$ cat src/asd_consts.svh
// address decoder constants: map boundaries, fill values, vector addresses
// assumes inclusion by the decoder package and module only
`ifndef ASD_CONSTS_SVH
`define ASD_CONSTS_SVH
`define ASD_RF_AW 12
`define ASD_PM_AW 16
`define ASD_CTRL_SLOTS 256
`define ASD_CTRL_IDX_W 8
`define ASD_RF_CTRL_BASE 12'hF00
`define ASD_RF_RAM_BASE 12'h000
`define ASD_RF_RAM_DEF 13'h0800
`define ASD_PM_FLASH_DEF 17'h0_4000
`define ASD_PM_FILL 8'hFF
`define ASD_RF_HOLE_FILL 8'h00
`define ASD_VEC_OPT 16'h0000
`define ASD_VEC_RESET 16'h0002
`define ASD_VEC_WATCHDOG 16'h0004
`define ASD_VEC_TRAP 16'h0006
`define ASD_VEC_IRQ_LO 16'h0008
`define ASD_VEC_IRQ_HI 16'h0037
`define ASD_CODE_BASE 16'h0038
`endif

$ cat src/asd_pkg.sv
// address decoder types: register file regions, program memory slots
// assumes the constants header sits in the same folder
`include "asd_consts.svh"
package asd_pkg;
	typedef enum logic [1:0] {
		ASD_RF_RAM,
		ASD_RF_CTRL,
		ASD_RF_RSVD,
		ASD_RF_UNIMP
	} asd_rf_region_t;
	typedef enum logic [2:0] {
		ASD_PM_OPTION,
		ASD_PM_RESET_VEC,
		ASD_PM_WATCHDOG_VEC,
		ASD_PM_TRAP_VEC,
		ASD_PM_IRQ_VEC,
		ASD_PM_CODE,
		ASD_PM_UNIMP
	} asd_pm_slot_t;
endpackage : asd_pkg
$ cat src/asd_decoder.sv
// address space decoder: register file and program memory steering
// assumes the core holds address, strobes and write data steady one cycle
// assumes flash covers the vector area and ram sits below the control block
`timescale 1ns/1ps
`include "asd_consts.svh"
module asd_decoder #(
	parameter logic [12:0] RAM_BYTES = `ASD_RF_RAM_DEF,
	parameter logic [16:0] FLASH_BYTES = `ASD_PM_FLASH_DEF,
	parameter logic [`ASD_CTRL_SLOTS-1:0] CTRL_PRESENT =
		{`ASD_CTRL_SLOTS{1'b1}}
) (
	// clock and reset
	input wire logic core_clk,
	input wire logic rst_b,
	// register file request from core
	input wire logic rf_req,
	input wire logic rf_we,
	input wire logic [`ASD_RF_AW-1:0] rf_addr,
	// register file targets
	output asd_pkg::asd_rf_region_t rf_region,
	output logic ram_sel,
	output logic ram_we,
	output logic ctrl_sel,
	output logic ctrl_we,
	input wire logic [7:0] ram_rdata,
	input wire logic [7:0] ctrl_rdata,
	output logic [7:0] rf_rdata,
	// program memory request from core
	input wire logic pm_req,
	input wire logic pm_we,
	input wire logic [`ASD_PM_AW-1:0] pm_addr,
	// program memory targets
	output asd_pkg::asd_pm_slot_t pm_slot,
	output logic flash_sel,
	output logic flash_we,
	input wire logic [7:0] flash_rdata,
	output logic [7:0] pm_rdata
);
	import asd_pkg::*;

	// fitted-size tests, shared by the decode and the checks below
	function automatic logic ram_fitted(input logic [`ASD_RF_AW-1:0] a);
		ram_fitted = {1'b0, a} < RAM_BYTES;
	endfunction : ram_fitted

	function automatic logic flash_fitted(input logic [`ASD_PM_AW-1:0] a);
		flash_fitted = {1'b0, a} < FLASH_BYTES;
	endfunction : flash_fitted

	function automatic asd_rf_region_t rf_class(
		input logic [`ASD_RF_AW-1:0] a);
		if (a >= `ASD_RF_CTRL_BASE) begin
			rf_class = CTRL_PRESENT[a[`ASD_CTRL_IDX_W-1:0]] ? ASD_RF_CTRL
				: ASD_RF_RSVD;
		end else if (ram_fitted(a)) begin
			rf_class = ASD_RF_RAM;
		end else begin
			rf_class = ASD_RF_UNIMP;
		end
	endfunction : rf_class

	function automatic asd_pm_slot_t pm_class(
		input logic [`ASD_PM_AW-1:0] a);
		if (!flash_fitted(a)) pm_class = ASD_PM_UNIMP;
		else if (a < `ASD_VEC_RESET) pm_class = ASD_PM_OPTION;
		else if (a < `ASD_VEC_WATCHDOG) pm_class = ASD_PM_RESET_VEC;
		else if (a < `ASD_VEC_TRAP) pm_class = ASD_PM_WATCHDOG_VEC;
		else if (a < `ASD_VEC_IRQ_LO) pm_class = ASD_PM_TRAP_VEC;
		else if (a < `ASD_CODE_BASE) pm_class = ASD_PM_IRQ_VEC;
		else pm_class = ASD_PM_CODE;
	endfunction : pm_class

	typedef struct packed {
		logic rf_rd_ram;
		logic rf_rd_ctrl;
		logic rf_rd_pend;
		logic pm_rd_flash;
		logic pm_rd_pend;
	} asd_state_t;

	asd_state_t st_reg;
	asd_state_t st_next;
	asd_rf_region_t rf_cls;
	asd_pm_slot_t pm_cls;

	// combinational decode so targets see selects in the request cycle
	assign rf_cls = rf_class(rf_addr);
	assign pm_cls = pm_class(pm_addr);
	assign rf_region = rf_cls;
	assign pm_slot = pm_cls;
	assign ram_sel = rf_req && rf_cls == ASD_RF_RAM;
	assign ram_we = ram_sel && rf_we;
	// reserved writes still reach the block; core must avoid them
	assign ctrl_sel = rf_req && (rf_cls == ASD_RF_CTRL
		|| rf_cls == ASD_RF_RSVD);
	assign ctrl_we = ctrl_sel && rf_we;
	assign flash_sel = pm_req && pm_cls != ASD_PM_UNIMP;
	assign flash_we = flash_sel && pm_we;

	// region decodes are captured every cycle; the pend bits decide if they count
	always_comb begin
		st_next = st_reg;
		st_next.rf_rd_pend = rf_req && !rf_we;
		st_next.rf_rd_ram = rf_cls == ASD_RF_RAM;
		st_next.rf_rd_ctrl = rf_cls == ASD_RF_CTRL;
		st_next.pm_rd_pend = pm_req && !pm_we;
		st_next.pm_rd_flash = pm_cls != ASD_PM_UNIMP;
	end

	always_ff @(posedge core_clk or negedge rst_b) begin
		if (!rst_b) begin
			st_reg <= '0;
		end else begin
			st_reg <= st_next;
		end
	end

	// read data one cycle after the request; holes give a fixed fill
	// idle cycles show the fill too, so a stale target byte never leaks
	always_comb begin
		rf_rdata = `ASD_RF_HOLE_FILL;
		pm_rdata = `ASD_PM_FILL;
		if (st_reg.rf_rd_pend && st_reg.rf_rd_ram) begin
			rf_rdata = ram_rdata;
		end else if (st_reg.rf_rd_pend && st_reg.rf_rd_ctrl) begin
			rf_rdata = ctrl_rdata;
		end
		if (st_reg.pm_rd_pend && st_reg.pm_rd_flash) begin
			pm_rdata = flash_rdata;
		end
	end
endmodule : asd_decoder

$ cat config.mk
export PLATFORM = sky130hd
export DESIGN_NAME = asd_decoder
export DESIGN_NICKNAME = d
export VERILOG_FILES = /design/src/asd_pkg.sv /design/src/asd_decoder.sv
export VERILOG_INCLUDE_DIRS = /design/src
export SDC_FILE = /design/constraint.sdc
export NUM_CORES = 1
export LEC_CHECK = 0
export BUFFER_PORTS_ARGS = -buffer_cell sky130_fd_sc_hd__buf_4
export CORE_MARGIN = 2
export CORE_UTILIZATION = 27
export DETAILED_ROUTE_END_ITERATION = 8
export PLACE_DENSITY = 0.84
export SLEW_MARGIN = 20
export SYNTH_ARGS = -nofsm -noshare
export SYNTH_HDL_FRONTEND = slang
export SYNTH_SLANG_ARGS = --single-unit
$ cat constraint.sdc
create_clock -name core_clk -period 2.7 [get_ports core_clk]
set_input_delay 0.135 -clock core_clk [delete_from_list [all_inputs] [get_ports core_clk]]
set_output_delay 0.135 -clock core_clk [all_outputs]
set_load 0.005 [all_outputs]
# == Yosys cells after proc, flatten, opt, wreduce, memory -nomap -nowiden ==
# Memory sizes are Yosys's and may differ from the RTL's.
# Index checks and enable logic that the tools add are counted.
# word_totals
in_bits,58
rom_bits,256
memories,1
register_bits,5
elab_cells,46
# op_classes
eq_ne,3
muxes,13
n_reduce_logical,15
n_lt_le_gt_ge,9
# mem_list
name,words,word_bits,read_ports,rd_clocked_by_memory_dff,wr,line,text
(name not given),256,1,1,0,0,asd_decoder.sv:53,rf_class = CTRL_PRESENT[a[`ASD_CTRL_IDX_W-1:0]] ? ASD_RF_CTRL
# op_table
cell,n
"16-bit by 3-bit less-than comparator with 1-bit output, second input constant",2
8-bit 2-to-1 mux,3
"16-bit by 15-bit less-than comparator with 1-bit output, second input constant",1
"16-bit by 2-bit less-than comparator with 1-bit output, second input constant",1
"16-bit by 4-bit less-than comparator with 1-bit output, second input constant",1
"16-bit by 6-bit less-than comparator with 1-bit output, second input constant",1
3-bit 2-to-1 mux,5
"12-bit greater-or-equal comparator, second input constant",1
"12-bit less-than comparator, second input constant",1
1-bit logical AND,11
"8-bit by 9-bit less-than comparator with 1-bit output, second input constant",1
2-bit 2-to-1 mux,3
"3-bit != test, second input constant",1
"2-bit by 1-bit == test with 1-bit output, second input constant",1
"2-bit == test, second input constant",1
1-bit logical NOT,2
2-bit logical NOT,1
1-bit 2-to-1 mux,2
1-bit logical OR,1

# == Logic depth before layout (Yosys ltp) ==
# logic_depth
ltp_word,10
ltp_mapped,5

# == Worst setup path after synthesis ==
# OpenSTA, ideal clock, no wires.
# synth_path
path_type,register to output
from,register st_reg[4] (netlist bit)
to,output rf_rdata[0]
stages_incl_launch_ff,6
path_buffers,2
arrival_ns,1.021
t_required_ns,2.565
setup_slack_ns,1.544
cell_sequence,dfrtp_1 buf_2 nor2b_1 clkbuf_1 a22oi_1 nor2b_1
# synth_via
elab_chain_cells,2
# synth_lines
element,line,text
from (decl),asd_decoder.sv:81,asd_state_t st_reg;
from (signal assigned),asd_decoder.sv:114,st_reg <= st_next;
1-bit logical AND,asd_decoder.sv:123,if (st_reg.rf_rd_pend && st_reg.rf_rd_ram) begin
8-bit 2-to-1 mux,asd_decoder.sv:123,
to (decl),asd_decoder.sv:27,"output logic [7:0] rf_rdata,"
# Every way passes these cells.

# == Worst setup path in the final report ==
# layout_path
from,register st_reg[4] (netlist bit)
to,output rf_rdata[2]
# The elaborated chain is that of the path after synthesis.

==> metrics.md <==
| Metric | Value |
|---|---|
| Vias | `about 740` |
| Achievable Freq | `~600 MHz` |
| CTS Buf Count | `3` |
| DRT antenna net count | `0` |
| Synthesis warning total | `0` |
| Overflow after GRT | `0` |
| PD cells | `246 nW/um^2` |
| Post-synthesis instance area | `roughly 450 sq um` |
| Antenna violations before repair | `0` |
| Area Overhead vs Synth | `134%` |
| DRC Markers | `0` |
| Clock transition at path regs | `approximately 0.040 ns` |
| Crit path kind | `reg2out` |
| Commonest non-fill, non-tap cells in the layout | `buf_4 (75), nor2b_1 (11), or2_2 (8)` |
| Clk sinks | `5` |
| First-pass GRT wire length | `roughly 2400 um` |
| Port bufs | `75` |
| Max-cap viol count | `0` |
| Final Hold Fails | `0` |
| Number of flip-flops under the largest register name | `5` |
| CP Capture Point | `rf_rdata[2]` |
| Gp weighted congestion | `around 0.64` |
| I/O pin total | `85` |
| Core area | `approximately 1500 sq um` |
| Crit path max fanout | `10` |
| Seq cells post-synth | `5` |
| Postcts setup bufs | `0` |
| Hold_buf cts | `1` |
| NumNets Final | `193` |
| Die width | `45.0 um` |
| Vias per inst | `~4.9` |
| Seq/Total Area, Yosys | `0.275` |
| Share of layout cells above drive strength 1 | `0.664` |
| Cells after Synth | `57` |
| Height of the die | `between 40 and 50 um` |
| Post-synth cell types | `19` |
| Clock buffer depth | `2` |
| Total GRT Usage | `0.162` |
| Largest net degree at the start of global routing | `11` |
| Die area | `between 2000 and 2500 sq um` |
| Final HPWL DP | `between 1000 and 1500 um` |
| Critical Path AT | `roughly 1.5 ns` |
| Worst Path Required | `2.57 ns` |
| Commonest non-fill, non-tap cell in the layout | `buf_4` |
| Number of global-route vias before repair | `647` |
| CTS H-tree lvls | `1` |
| Starting Density | `0.295` |
| Status | `complete, no violations` |
| First drt pass iteration count | `3` |
| Ant. Diodes | `0` |
| Crit. End Element | `output pin` |
| Leakage | `about 0.54 nW` |
| Kind of start point of the critical path | `flop` |
| Setup TNS | `0 ns` |
| Routed len/inst | `about 11 um` |
| Worst slew margin | `0.699` |
| Avg Cell Area, Syn | `7.97 sq um` |
| CTS tree | `done` |
| PostCTS Resize Cnt | `0` |
| Post-Syn Nets | `between 100 and 150` |
| Setup-failing EPs final | `0` |
| Pins over their slew limit | `0` |
| Hold WC Path Type | `in2reg` |
| WL final | `~1700 um` |
| Max VDD drop | `0.000171 V` |
| CTS Root Cell | `clkbuf_4` |
| Pin slew with the least headroom to its limit | `0.451 ns` |
| Final clock period utilization by the worst path | `0.616` |
| Core Rows | `14` |
| Power, Total | `roughly 260 uW` |
| Post-layout min period | `1.66 ns` |
| Initial drt markers | `6` |
| Crit path launch | `st_reg[4]$_DFF_PN0_` |
| RSZ-0062 raised after global routing | `false` |
==> worst min-delay path by stage <==
stage,start,to,slack [ns],depth (start not counted)
after floorplan,rst_b,st_reg[0]$_DFF_PN0_,-0.16,0
after global placement,rst_b,st_reg[0]$_DFF_PN0_,-0.06,1
after detailed placement,rst_b,st_reg[0]$_DFF_PN0_,-0.06,1
after CTS,pm_we,st_reg[0]$_DFF_PN0_,0.05,2
after global routing,pm_we,st_reg[0]$_DFF_PN0_,0.05,2
final,rf_we,st_reg[2]$_DFF_PN0_,0.07,2
==> logic make-up (layout without fill, tap and decap cells) <==
logic type             after synthesis  in the layout  share of synthesized area
AOI/OAI and AO/OA                   10             10                      0.168
buffers and inverters                4             81                     0.0358
DFF                                  5              5                      0.275
and+or+nand+nor                     38             38                      0.521
==> critical path: stages (launching register included) <==
cell and delay, ns:
dfrtp_1 0.47, nor2b_1 0.42, a22oi_1 0.12, nor2b_1 0.16
buf_4 0.13
==> per-stage QoR <==
| stage | utilization | instance area, sq um | hold slack, ns | setup WS [ns] | std cells |
|---|---|---|---|---|---|
| detailed placement | 0.665 | 1020 | -0.0608 | 1.28 | 145 |
| finish | 0.688 | 1060 | 0.0650 | 1.04 | 150 |
| global placement | 0.665 | 1020 | -0.0611 | 1.29 | 145 |
| CTS | 0.688 | 1060 | 0.0507 | 1.02 | 150 |
| floorplan | - | 454 | -0.161 | 1.54 | 57 |
| global route | 0.688 | 1060 | 0.0475 | 0.902 | 150 |
==> cell usage after synthesis <==
| cell type | number | area (sq um) |
|---|---|---|
| or4_4 | 2 | 22.5 |
| o21ai_0 | 1 | 5.00 |
| inv_1 | 1 | 3.75 |
| clkbuf_1 | 2 | 7.51 |
| nor3_1 | 1 | 5.00 |
| dfrtp_1 | 5 | 125 |
| a311o_1 | 1 | 10.0 |
| a311oi_1 | 1 | 8.76 |
| and3_1 | 3 | 18.8 |
| or2_2 | 8 | 50.1 |
| and2_1 | 3 | 18.8 |
| nand2_1 | 4 | 15.0 |
| nor2b_1 | 11 | 68.8 |
| buf_2 | 1 | 5.00 |
| nand3_1 | 2 | 10.0 |
| nor2_4 | 1 | 11.3 |
| nor2_1 | 2 | 7.51 |
| a22oi_1 | 7 | 52.6 |
| and4_1 | 1 | 8.76 |
==> per-layer routing <==
metal	part of all wire	vias up	track usage
li1	-	354	-
met1	0.34	319	0.146
met2	0.46	62	0.294
met3	0.19	2	0.0760
met4	0.0096	0	0.0882
met5	0	-	0
==> power by group <==
group,switching (mW),total [mW],internal (mW)
clock,0.0263,0.0818,0.0556
sequential,0.00361,0.0823,0.0787
combinational,0.0270,0.0965,0.0695
total,0.0568,0.261,0.204
==> cell type report <==
cell class	count	area [sq um]
Timing Repair Buffer	76	573
Fill cell	130	480
Multi-Input combinational cell	48	313
Sequential cell	5	125
Clock buffer	4	26.3
Tap cell	16	20.0
Inverter	1	3.75
No activity file was read; power rests on OpenSTA's default activity.
